$ cat src/gds_dma_sync_regs.svh
// register offsets, field positions, reset values and timing counts of the dma request synchroniser
`ifndef GDS_DMA_SYNC_REGS_SVH
`define GDS_DMA_SYNC_REGS_SVH

// register byte addresses
`define GDS_OFS_CTRL        32'h0000_0000
`define GDS_OFS_STATUS      32'h0000_0004
`define GDS_OFS_TRAP        32'h0000_0008
`define GDS_OFS_BYTES       32'h0000_000C
`define GDS_ADDR_BITS       4

// control register fields
`define GDS_CTRL_LISTEN     0
`define GDS_CTRL_TALK       1
`define GDS_CTRL_CHAIN      2
`define GDS_CTRL_RESTART    3
`define GDS_CTRL_WIDTH      3
`define GDS_CTRL_RST        3'h0

// trap display codes
`define GDS_TRAP_NONE       8'h00
`define GDS_TRAP_E1         8'hE1
`define GDS_TRAP_E2         8'hE2
`define GDS_TRAP_E3         8'hE3
`define GDS_TRAP_E4         8'hE4

// selected adapter register during a dma cycle
`define GDS_DATA_REG_IDX    3'h7

// timing, in ns, and cycle counts derived from the clock period
`define GDS_HCLK_NS         100
`define GDS_E_NS            1000
`define GDS_ACCEPT_NS       (2 * `GDS_E_NS)
`define GDS_REQ_DELAY_NS    (7 * `GDS_E_NS / 2)
`define GDS_DAV_DELAY_NS    (3 * `GDS_E_NS / 2)
`define GDS_LATCH_RST_NS    (`GDS_E_NS)
`define GDS_ACCEPT_CYC      ((`GDS_ACCEPT_NS + `GDS_HCLK_NS - 1) / `GDS_HCLK_NS)
`define GDS_REQ_DELAY_CYC   ((`GDS_REQ_DELAY_NS + `GDS_HCLK_NS - 1) / `GDS_HCLK_NS)
`define GDS_DAV_DELAY_CYC   ((`GDS_DAV_DELAY_NS + `GDS_HCLK_NS - 1) / `GDS_HCLK_NS)
`define GDS_LATCH_RST_CYC   ((`GDS_LATCH_RST_NS + `GDS_HCLK_NS - 1) / `GDS_HCLK_NS)

`endif

$ cat src/gds_pkg.sv
// types shared by the dma request synchroniser
package gds_pkg;

  // adapter handshake sequencer, one-hot
  typedef enum logic [9:0] {
    GDS_IDLE     = 10'b00_0000_0001,
    GDS_L_RFD    = 10'b00_0000_0010,
    GDS_L_TAKE   = 10'b00_0000_0100,
    GDS_L_WAIT   = 10'b00_0000_1000,
    GDS_L_REQ    = 10'b00_0001_0000,
    GDS_L_DAC    = 10'b00_0010_0000,
    GDS_L_RESET  = 10'b00_0100_0000,
    GDS_T_REQ    = 10'b00_1000_0000,
    GDS_T_DRIVE  = 10'b01_0000_0000,
    GDS_T_DAV    = 10'b10_0000_0000
  } gds_state_e;

  // software control bits
  typedef struct packed {
    logic chain;
    logic talk;
    logic listen;
  } gds_ctrl_s;

  // captured ahb address phase
  typedef struct packed {
    logic       valid;
    logic       write;
    logic [3:0] addr;
  } gds_aphase_s;

endpackage : gds_pkg

$ cat src/gds_dma_sync.sv
// dma request synchroniser, bus grant glue, adapter handshake sequencer and trap classifier
//
// Local design decisions: the register addresses and register access over AHB-Lite.
`timescale 1ns/100ps
`include "gds_dma_sync_regs.svh"

module gds_dma_sync (
  // clock and reset
  input  wire logic        hclk,
  input  wire logic        hresetn,
  // ahb-lite slave
  input  wire logic        hsel,
  input  wire logic [31:0] haddr,
  input  wire logic [1:0]  htrans,
  input  wire logic        hwrite,
  input  wire logic [2:0]  hsize,
  input  wire logic [31:0] hwdata,
  input  wire logic        hready,
  output logic             hreadyout,
  output logic [31:0]      hrdata,
  output logic             hresp,
  // processor bus exchange
  input  wire logic        q_phase,
  input  wire logic        first_quarter_pulse,
  input  wire logic        bus_available,
  input  wire logic        bus_state_line,
  input  wire logic        dmac_drives_bus,
  input  wire logic [3:0]  periph_select_in,
  output logic             cpu_dma_bus_request,
  output logic             dmac_grant,
  output logic             dead_cycle_select_block,
  output logic [3:0]       periph_select_out,
  // dma controller
  input  wire logic        dmac_transfer_request,
  input  wire logic        dma_grant_in,
  input  wire logic        dmac_irq,
  output logic             channel_request_in,
  // adapter register port during dma
  input  wire logic [7:0]  mem_data_in,
  output logic [7:0]       mem_data_out,
  output logic [2:0]       reg_select,
  output logic             rw_inverted,
  // gpib handshake and data
  input  wire logic        eoi_n,
  input  wire logic        dav_in,
  input  wire logic        dac_in,
  input  wire logic [7:0]  gpib_data_in,
  output logic             rfd_out,
  output logic             dac_out,
  output logic             dav_out,
  output logic [7:0]       gpib_data_out,
  output logic             gpib_data_oe,
  // interrupt classification
  input  wire logic        irq_in,
  input  wire logic        adapter_int,
  input  wire logic        listener_addressed_flag,
  input  wire logic        talker_addressed_flag,
  input  wire logic        serial_poll_active_flag,
  output logic             adapter_irq,
  output logic [7:0]       trap_display
);

  // ---------------- ahb-lite slave ----------------
  gds_pkg::gds_aphase_s aph_ff;
  gds_pkg::gds_ctrl_s   ctrl_ff;
  logic [31:0]          hrdata_ff;
  logic                 restart_ff;

  wire logic addr_take = hsel & htrans[1] & hready;
  wire logic wr_data   = aph_ff.valid & aph_ff.write;
  wire logic wr_ctrl   = wr_data & (aph_ff.addr == 4'(`GDS_OFS_CTRL));
  wire logic [3:0] rd_addr = haddr[3:0];

  always_ff @(posedge hclk or negedge hresetn) begin
    if (!hresetn) begin
      aph_ff <= '0;
    end else begin
      aph_ff <= {addr_take, hwrite, haddr[3:0]};
    end
  end

  always_ff @(posedge hclk or negedge hresetn) begin
    if (!hresetn) begin
      ctrl_ff    <= `GDS_CTRL_RST;
      restart_ff <= 1'b0;
    end else begin
      if (wr_ctrl) begin
        ctrl_ff <= hwdata[`GDS_CTRL_WIDTH-1:0];
      end
      restart_ff <= wr_ctrl & hwdata[`GDS_CTRL_RESTART];
    end
  end

  // ---------------- sequencer state ----------------
  gds_pkg::gds_state_e state_ff;
  gds_pkg::gds_state_e nxt_state;
  logic [7:0]          cnt_ff;
  logic [7:0]          nxt_cnt;
  logic [7:0]          byte_ff;
  logic [15:0]         bytes_ff;
  logic [7:0]          trap_ff;
  logic                irq_prev_ff;

  wire logic trapped = (trap_ff != `GDS_TRAP_NONE);
  wire logic cnt_done = (cnt_ff == 8'h00);

  // read data registered in the address phase so the answer needs no wait state
  wire logic [31:0] rd_status = {16'h0000, 6'h00, state_ff};
  wire logic [31:0] rd_mux =
      (rd_addr == 4'(`GDS_OFS_CTRL))   ? {29'h0000_0000, ctrl_ff} :
      (rd_addr == 4'(`GDS_OFS_STATUS)) ? rd_status :
      (rd_addr == 4'(`GDS_OFS_TRAP))   ? {24'h00_0000, trap_ff} :
      (rd_addr == 4'(`GDS_OFS_BYTES))  ? {16'h0000, bytes_ff} : 32'h0000_0000;

  always_ff @(posedge hclk or negedge hresetn) begin
    if (!hresetn) begin
      hrdata_ff <= 32'h0000_0000;
    end else if (addr_take & ~hwrite) begin
      hrdata_ff <= rd_mux;
    end
  end

  assign hreadyout = 1'b1;
  assign hresp     = 1'b0;
  assign hrdata    = hrdata_ff;

  // ---------------- request synchroniser ----------------
  logic q_prev_ff;
  logic sync_hold_ff;
  logic cpu_req_ff;
  logic chreq_ff;

  // eoi blocks the request, chaining ties it to the adapter request, a trap stops it
  wire logic gated_req = dmac_transfer_request & eoi_n
                       & (chreq_ff | ~ctrl_ff.chain)
                       & ~trapped;
  wire logic q_rise   = q_phase & ~q_prev_ff;
  wire logic nxt_hold = q_rise ? gated_req : sync_hold_ff;
  // transparent while q is high, otherwise the captured value stands
  wire logic nxt_cpu_req = q_phase ? gated_req : sync_hold_ff;

  always_ff @(posedge hclk or negedge hresetn) begin
    if (!hresetn) begin
      q_prev_ff    <= 1'b0;
      sync_hold_ff <= 1'b0;
      cpu_req_ff   <= 1'b0;
    end else begin
      q_prev_ff    <= q_phase;
      sync_hold_ff <= nxt_hold;
      cpu_req_ff   <= nxt_cpu_req;
    end
  end
  assign cpu_dma_bus_request = cpu_req_ff;

  // ---------------- grant and dead-cycle select blocking ----------------
  logic       grant_ff;
  logic       dcsb_ff;
  logic [3:0] cs_ff;

  wire logic bus_floated = bus_available & bus_state_line;
  // a one-cycle-late block would let a floating bus strobe a peripheral, hence the quarter pulse
  wire logic nxt_dcsb = (bus_floated & ~dmac_drives_bus) | first_quarter_pulse;

  always_ff @(posedge hclk or negedge hresetn) begin
    if (!hresetn) begin
      grant_ff <= 1'b0;
      dcsb_ff  <= 1'b1;
      cs_ff    <= 4'h0;
    end else begin
      grant_ff <= bus_floated;
      dcsb_ff  <= nxt_dcsb;
      cs_ff    <= nxt_dcsb ? 4'h0 : periph_select_in;
    end
  end
  assign dmac_grant              = grant_ff;
  assign dead_cycle_select_block = dcsb_ff;
  assign periph_select_out       = cs_ff;

  // ---------------- adapter handshake sequencer ----------------
  always_comb begin
    nxt_state = state_ff;
    nxt_cnt   = cnt_done ? 8'h00 : cnt_ff - 8'h01;
    case (state_ff)
      gds_pkg::GDS_IDLE: begin
        if (!trapped && ctrl_ff.listen) begin
          nxt_state = gds_pkg::GDS_L_RFD;
        end else if (!trapped && ctrl_ff.talk) begin
          nxt_state = gds_pkg::GDS_T_REQ;
        end
      end
      gds_pkg::GDS_L_RFD: begin
        if (dav_in) begin
          nxt_state = gds_pkg::GDS_L_TAKE;
          nxt_cnt   = 8'(`GDS_ACCEPT_CYC - 1);
        end
      end
      gds_pkg::GDS_L_TAKE: begin
        if (cnt_done) begin
          nxt_state = gds_pkg::GDS_L_WAIT;
          nxt_cnt   = 8'(`GDS_REQ_DELAY_CYC - 1);
        end
      end
      gds_pkg::GDS_L_WAIT: begin
        if (cnt_done) begin
          nxt_state = gds_pkg::GDS_L_REQ;
        end
      end
      gds_pkg::GDS_L_REQ: begin
        if (dma_grant_in) begin
          nxt_state = gds_pkg::GDS_L_DAC;
        end
      end
      gds_pkg::GDS_L_DAC: begin
        if (!dav_in) begin
          nxt_state = gds_pkg::GDS_L_RESET;
          nxt_cnt   = 8'(`GDS_LATCH_RST_CYC - 1);
        end
      end
      gds_pkg::GDS_L_RESET: begin
        if (cnt_done) begin
          nxt_state = gds_pkg::GDS_IDLE;
        end
      end
      gds_pkg::GDS_T_REQ: begin
        if (dma_grant_in) begin
          nxt_state = gds_pkg::GDS_T_DRIVE;
          nxt_cnt   = 8'(`GDS_DAV_DELAY_CYC - 1);
        end
      end
      gds_pkg::GDS_T_DRIVE: begin
        if (cnt_done) begin
          nxt_state = gds_pkg::GDS_T_DAV;
        end
      end
      gds_pkg::GDS_T_DAV: begin
        if (dac_in) begin
          nxt_state = gds_pkg::GDS_IDLE;
        end
      end
      default: begin
        nxt_state = gds_pkg::GDS_IDLE;
      end
    endcase
    // a trap parks the sequencer so no further dma starts
    if (trapped) begin
      nxt_state = gds_pkg::GDS_IDLE;
    end
  end

  wire logic in_listen_take = (state_ff == gds_pkg::GDS_L_TAKE) & cnt_done;
  wire logic dma_cycle      = dma_grant_in & ((state_ff == gds_pkg::GDS_L_REQ) | (state_ff == gds_pkg::GDS_T_REQ));
  wire logic talk_capture   = dma_grant_in & (state_ff == gds_pkg::GDS_T_REQ);

  always_ff @(posedge hclk or negedge hresetn) begin
    if (!hresetn) begin
      state_ff <= gds_pkg::GDS_IDLE;
      cnt_ff   <= 8'h00;
    end else begin
      state_ff <= nxt_state;
      cnt_ff   <= nxt_cnt;
    end
  end

  // byte holding latch and transfer count
  always_ff @(posedge hclk or negedge hresetn) begin
    if (!hresetn) begin
      byte_ff  <= 8'h00;
      bytes_ff <= 16'h0000;
    end else begin
      if (in_listen_take) begin
        byte_ff <= gpib_data_in;
      end else if (talk_capture) begin
        byte_ff <= mem_data_in;
      end
      if (restart_ff) begin
        bytes_ff <= 16'h0000;
      end else if (dma_cycle) begin
        bytes_ff <= bytes_ff + 16'h0001;
      end
    end
  end

  // handshake outputs, all registered; strobes from the next state, data from the byte latch and memory bus
  logic rfd_ff;
  logic dac_ff;
  logic dav_ff;
  logic [7:0] gdo_ff;
  logic gdoe_ff;
  logic [7:0] mdo_ff;
  logic [2:0] rsel_ff;
  logic rwinv_ff;

  always_ff @(posedge hclk or negedge hresetn) begin
    if (!hresetn) begin
      rfd_ff   <= 1'b0;
      dac_ff   <= 1'b0;
      dav_ff   <= 1'b0;
      chreq_ff <= 1'b0;
      gdo_ff   <= 8'h00;
      gdoe_ff  <= 1'b0;
      mdo_ff   <= 8'h00;
      rsel_ff  <= 3'h0;
      rwinv_ff <= 1'b0;
    end else begin
      // ready stands until the byte is actually taken, then falls
      rfd_ff   <= (nxt_state == gds_pkg::GDS_L_RFD) | (nxt_state == gds_pkg::GDS_L_TAKE);
      dac_ff   <= (nxt_state == gds_pkg::GDS_L_DAC);
      dav_ff   <= (nxt_state == gds_pkg::GDS_T_DAV);
      // request falls in the same edge that sees the grant
      chreq_ff <= (nxt_state == gds_pkg::GDS_L_REQ) | (nxt_state == gds_pkg::GDS_T_REQ);
      gdo_ff   <= talk_capture ? mem_data_in : gdo_ff;
      gdoe_ff  <= (nxt_state == gds_pkg::GDS_T_DRIVE) | (nxt_state == gds_pkg::GDS_T_DAV);
      mdo_ff   <= byte_ff;
      // the data register is selected and direction flipped while the request stands
      rsel_ff  <= dma_cycle | (nxt_state == gds_pkg::GDS_L_REQ) | (nxt_state == gds_pkg::GDS_T_REQ)
                  ? `GDS_DATA_REG_IDX : 3'h0;
      rwinv_ff <= dma_cycle | (nxt_state == gds_pkg::GDS_L_REQ) | (nxt_state == gds_pkg::GDS_T_REQ);
    end
  end

  assign rfd_out            = rfd_ff;
  assign dac_out            = dac_ff;
  assign dav_out            = dav_ff;
  assign channel_request_in = chreq_ff;
  assign gpib_data_out      = gdo_ff;
  assign gpib_data_oe       = gdoe_ff;
  assign mem_data_out       = mdo_ff;
  assign reg_select         = rsel_ff;
  assign rw_inverted        = rwinv_ff;

  // ---------------- last byte interrupt and trap classifier ----------------
  logic airq_ff;

  wire logic irq_edge = irq_in & ~irq_prev_ff;
  wire logic e1_hit = (listener_addressed_flag & ~ctrl_ff.listen)
                    | (talker_addressed_flag & ~ctrl_ff.talk);
  wire logic e2_hit = irq_edge & dmac_irq & ~ctrl_ff.talk;
  wire logic e3_hit = irq_edge & ~dmac_irq & ~adapter_int;
  wire logic e4_hit = irq_edge & ~dmac_irq & adapter_int & serial_poll_active_flag;
  // first fault seen wins; irq-path faults take priority when coincident
  wire logic [7:0] nxt_code = e2_hit ? `GDS_TRAP_E2 :
                              e3_hit ? `GDS_TRAP_E3 :
                              e4_hit ? `GDS_TRAP_E4 :
                              e1_hit ? `GDS_TRAP_E1 : `GDS_TRAP_NONE;

  always_ff @(posedge hclk or negedge hresetn) begin
    if (!hresetn) begin
      trap_ff     <= `GDS_TRAP_NONE;
      irq_prev_ff <= 1'b0;
      airq_ff     <= 1'b0;
    end else begin
      irq_prev_ff <= irq_in;
      // a new fault in the restart cycle is kept, so set wins over clear
      if (!trapped || restart_ff) begin
        trap_ff <= nxt_code;
      end
      airq_ff <= ~eoi_n;
    end
  end

  assign adapter_irq  = airq_ff;
  assign trap_display = trap_ff;

endmodule : gds_dma_sync

$ cat config.mk
export PLATFORM = sky130hd
export DESIGN_NAME = gds_dma_sync
export DESIGN_NICKNAME = d
export VERILOG_FILES = /design/src/gds_pkg.sv /design/src/gds_dma_sync.sv
export VERILOG_INCLUDE_DIRS = /design/src
export SDC_FILE = /design/constraint.sdc
export NUM_CORES = 1
export LEC_CHECK = 0
export BUFFER_PORTS_ARGS = -buffer_cell sky130_fd_sc_hd__buf_2
export CAP_MARGIN = 0
export CORE_UTILIZATION = 25
export DETAILED_ROUTE_END_ITERATION = 16
export SLEW_MARGIN = 20
export SYNTH_ARGS = -nofsm -noshare
export SYNTH_HDL_FRONTEND = slang
export SYNTH_SLANG_ARGS = --single-unit
export TNS_END_PERCENT = 20
$ cat constraint.sdc
create_clock -name hclk -period 4.38 [get_ports hclk]
set_input_delay 0.876 -clock hclk [delete_from_list [all_inputs] [get_ports hclk]]
set_output_delay 0.876 -clock hclk [all_outputs]
set_load 0.02 [all_outputs]
# Yosys cells after proc, flatten, opt, wreduce, memory -nomap -nowiden
# Index checks and enable logic that the tools add are counted.
# totals
ff_bits	128
input_bits	110
out_inout_bits	75
wordCells	140
# op_classes
n_addsub	2
eq_ne	20
mux	34
n_bitwise	44
n_reduce_logical	10
# op_table
op	count
two-way mux 10 bit	12
one-hot mux 10 bit (10 select lines)	1
two-way mux 16 bit	6
two-way mux 8 bit	11
one-hot mux 8 bit (4 select lines)	1
bitwise AND 1 bit	24
== test 10 bit, second input constant	2
== test 10 x 2 -> 1 bit, second input constant	2
== test 10 x 3 -> 1 bit, second input constant	2
== test 10 x 5 -> 1 bit, second input constant	2
== test 10 x 6 -> 1 bit, second input constant	2
== test 10 x 8 -> 1 bit, second input constant	2
== test 10 x 9 -> 1 bit, second input constant	2
adder 16 x 1 -> 16 bit, second input constant	1
NOT 1 bit	11
== test 10 x 1 -> 1 bit, second input constant	1
== test 10 x 4 -> 1 bit, second input constant	1
== test 10 x 7 -> 1 bit, second input constant	1
bitwise OR 1 bit	9
== test 4 bit, second input constant	2
logical NOT 4 bit	2
logical NOT 8 bit	1
nonzero test 8 bit	1
subtractor 8 x 1 -> 8 bit, second input constant	1
8 further kinds	10

# Depth between registers and ports, before layout
# logic_depth
ltp_word	11
mapped_depth	9
ltp_nobuf	7

# Worst setup path before layout
# No wires, ideal clock.
# synth_timing
path_kind	input to register
start	in dma_grant_in
end	reg bytes_ff[14]
setup_ns	0.078
t_arrival_ns	2.435
required_ns	4.302
path_slack_ns	1.867
stages	5
n_path_buf	0
cell_sequence	or4b_1 -> nor4b_4 -> nor2_2 -> or4_1 -> a21oi_1
# synth_via
elab_chain_cells	2
# synth_lines
element	line_no	text
start, declared	gds_dma_sync.sv:35	input wire logic dma_grant_in,
bitwise AND 1 bit	gds_dma_sync.sv:251	wire logic dma_cycle = dma_grant_in & ((state_ff == gds_pkg::GDS_L_REQ) | (state_ff == gds_pkg::GDS_T_REQ));
nonzero test 2 bit (no source line)	--	
end signal, assigned	gds_dma_sync.sv:278	bytes_ff <= bytes_ff + 16'h0001;
end, declared	gds_dma_sync.sv:100	logic [15:0] bytes_ff;
# No other way between the ends.
# A chain may end at the register's enable or synchronous reset.

# Final worst setup path
# layout_timing
start	reg cnt_ff[0]
end	reg byte_ff[0]
# layout_via
elab_chain_cells	3
elab_cells_between_ends	4
classes_between	mux: 1; bitwise: 1; reduce/logical: 2
# layout_lines
element	line_no	text
start, declared	gds_dma_sync.sv:97	logic [7:0] cnt_ff;
start signal, assigned	gds_dma_sync.sv:260	cnt_ff <= nxt_cnt;
logical NOT 8 bit *	gds_dma_sync.sv:105	wire logic cnt_done = (cnt_ff == 8'h00);
bitwise AND 1 bit *	gds_dma_sync.sv:250	wire logic in_listen_take = (state_ff == gds_pkg::GDS_L_TAKE) & cnt_done;
two-way mux 8 bit / nonzero test 2 bit (equally long branches)	--	
end signal, assigned	gds_dma_sync.sv:271	byte_ff <= gpib_data_in;
end signal, assigned	gds_dma_sync.sv:273	byte_ff <= mem_data_in;
end, declared	gds_dma_sync.sv:99	logic [7:0] byte_ff;
# Every way passes the cells marked *; elsewhere a longest branch is shown, timed or not.

==> impl_metrics.toml <==
[status]
status = "finished clean"

[power]
power_leakage_nw = 2.89
power_density_mw_per_mm2 = 363
switching_share = 0.276
clkPwrFrac = 0.373
combPwrFrac = 0.116
switching_power_uw = 589
seqPwrFrac = 0.511
p_int_mw = 1.55
peakVddDrop_mv = 0.155

[setup_path]
cp_num_buf_inv = 1
ff2ff_path_depth = 7
reg2reg_from = "cnt_ff[0]$_DFF_PN0_"
path_cells = "inv_1 -> ha_1 -> nor3b_1 -> and2_1 -> and4_1 -> nor2_1 -> a221o_1"
required_ps = 4620
cp_max_fo = 10
end_kind = "flip-flop"
crit_start = "cnt_ff[0]$_DFF_PN0_"
crit_arrival_ps = 2970
critPathTopFamily = "simple AND/OR/NAND/NOR gates"
slowest_delay_ps = 540
slowest_stage = "nor3b_1"
start_kind = "flip-flop"
timing.rr.end = "byte_ff[0]$_DFFE_PN0P_"
endpoint = "byte_ff[0]$_DFFE_PN0P_"
crit_type = "reg -> reg"
r2r_slack_ps = 1650
worst-path-stages = 7

[synthesis]
ys.warnings.count = 0
synthArstFlopShare = 1.00
synthAdderAreaFrac = 0.00507
synth.avg_cell_area_um2 = 10.3
yosysUniqueCellTypes = 61
ys.flop_type = "dfrtp_1"
synth_edf_count = 0
synth_top_family_by_area = "simple AND/OR/NAND/NOR gates"
syn_area_mm2 = 0.00493
synthXorXnorAreaFrac = 0.0355
synth_compound_area_frac = 0.137
synth_seq_cells = 105
synthCells = 477
yosys.area_share.simple = 0.191
synth-seq-area-share = 0.533
synthMuxAreaShare = 0.0233

[timing]
finalWorstSetupSlack_ps = 1650
tns_ps = 0
fmax_ghz = 0.366
tightest_slew_ps = 826
rsz0062_at_grt = "false"
hold_viol_final = 0
whs_ps = 384
fin_skew_ps = 9.29
period_needed_ps = 2730
setup_viol = 0
max_slew_margin = 0.449
finalCritPeriodShare = 0.624
final_max_slew_viol_count = 0

[cells_and_area]
drive_gt1_frac = 0.246
syn_to_final_growth_pct = 19.3
fin_nets = 676
regArea_mm2 = 0.00263
multi_input_area_mm2 = 0.00201
nFillCells = 2052
insertedDiodeCount = 0
stdcell_area_mm2 = 0.00588
mostFrequentLayoutCells = "dfrtp_1 (103), buf_2 (103), nand2_1 (41)"

[placement]
dp_slack_ps = 1550
routabilityCongestion = 0.794
port_buffers = 104
placed_area_mm2 = 0.00559
dp_hpwl_um = 8520

[floorplanning]
die_h_um = 142
die_x_um = 142
initial_core_util = 0.254
dieArea_mm2 = 0.0203
num_rows = 51
boundaryPins = 185
core_mm2 = 0.0194

[clock_network]
clock_insertion_delay_worst_skew_ps = 360
numClockSinks = 105
cts_tree = "yes"
h-tree-depth = 3
cts_setup_buffers = 0
cts_root_buf = "clkbuf_16"
clkTransAtPathRegs_ps = 70
numCtsBuffers = 9
clk_path_buf_depth = 2
hold_buffers = 0
ctsResizeCount = 0

[global_route]
grt_pass1_vias = 3470
globalRouteTotalUtil = 0.119
antenna_found_initial = 0
grt_start_max_net_pins = 80
grt_overflow_total = 0
grt_pass1_wl_um = 18700

[detailed_routing]
drt_first_pass_iters = 4
drc = 0
wl_per_cell_um = 14.1
dr.first_iter.drc_count = 238
wirelength_um = 11800
viasPerCell = 4.47
num_vias = 3725
antenna_left = 0

[min_path]
hold_path.class = "reg -> reg"

[job]
cap_violations = 0
synthesized netlist by cell type, types with 6 or more instances:
cell type / n / area (µm²)
mux2i_1: 7 / 70.1
nor3_1: 11 / 55.1
and3_1: 7 / 43.8
nand3_1: 10 / 50.1
a22oi_1: 7 / 52.6
clkbuf_1: 17 / 63.8
a22o_1: 10 / 87.6
xor2_1: 16 / 140
buf_2: 6 / 30.0
and2_1: 15 / 93.8
a221o_1: 7 / 70.1
buf_4: 25 / 188
nor4_1: 11 / 68.8
nand2_1: 41 / 154
nand4_1: 6 / 37.5
o21ai_0: 19 / 95.1
nor2_1: 38 / 143
dfrtp_1: 103 / 2580
a21oi_1: 16 / 80.1
nand2b_1: 8 / 50.1
a21o_1: 8 / 60.1
inv_1: 13 / 48.8
power by group through the flow:
stage | clock (mW) | sequential, mW | combinational (mW)
after global routing | 0.860 | 1.10 | 0.283
after global placement | 0 | 1.11 | 0.245
after floorplan | 0 | 1.12 | 0.154
final | 0.796 | 1.09 | 0.249
after detailed placement | 0 | 1.11 | 0.251
after CTS | 0.821 | 1.09 | 0.251
area by class of cell:
| class | count | share of cell area |
|---|---|---|
| multi-input combinational | 325 | 0.342 |
| clock buffer | 10 | 0.0406 |
| tap | 265 | 0.0564 |
| clock inverter | 6 | 0.00872 |
| inverter | 13 | 0.00830 |
| sequential | 105 | 0.447 |
| timing repair buffer | 110 | 0.0972 |
per-stage QoR:
stage	power [mW]	utilization	instances
global placement	1.35	0.288	818
global route	2.24	0.303	834
detailed placement	1.36	0.288	818
CTS	2.16	0.303	834
finish	2.14	0.303	834
floorplan	1.27	-	495
cell families (layout without fill, tap and decap cells):
family          Yosys count  count (layout)
compound gates           95              95
simple gates            177             177
buf+inv                  65             139
xor+xnor                 20              20
fa+ha+maj                 2               2
mux                      11              11
other cells               2              20
flops                   105             105
routing by layer:
metal / wire (µm) / track usage
met2: 5370 / 0.178
met4: 204 / 0.0543
met3: 448 / 0.0199
met5: 0 / 0
met1: 5770 / 0.168
sequential cells by signal, indices dropped and copies added (netlist names), 3 cells and up:
name and flops:
bytes_ff 16, hrdata 16, state_ff 10, byte_ff 8
cnt_ff 8, gpib_data_out 8, mem_data_out 8, aph_ff 6
periph_select_out 4, trap_display 4, ctrl_ff 3
worst min path at each step:
| stage | from | end | slack [ps] | depth (start not counted) |
|---|---|---|---|---|
| floorplan | byte_ff[7]$_DFFE_PN0P_ | mem_data_out[7]$_DFF_PN0_ | 350 | 0 |
| global placement | byte_ff[5]$_DFFE_PN0P_ | mem_data_out[5]$_DFF_PN0_ | 370 | 0 |
| detailed placement | byte_ff[3]$_DFFE_PN0P_ | mem_data_out[3]$_DFF_PN0_ | 360 | 0 |
| finish | byte_ff[6]$_DFFE_PN0P_ | mem_data_out[6]$_DFF_PN0_ | 380 | 0 |
| global route | byte_ff[3]$_DFFE_PN0P_ | mem_data_out[3]$_DFF_PN0_ | 400 | 0 |
| CTS | byte_ff[7]$_DFFE_PN0P_ | mem_data_out[7]$_DFF_PN0_ | 380 | 0 |
No activity file was read; power rests on OpenSTA's default activity.
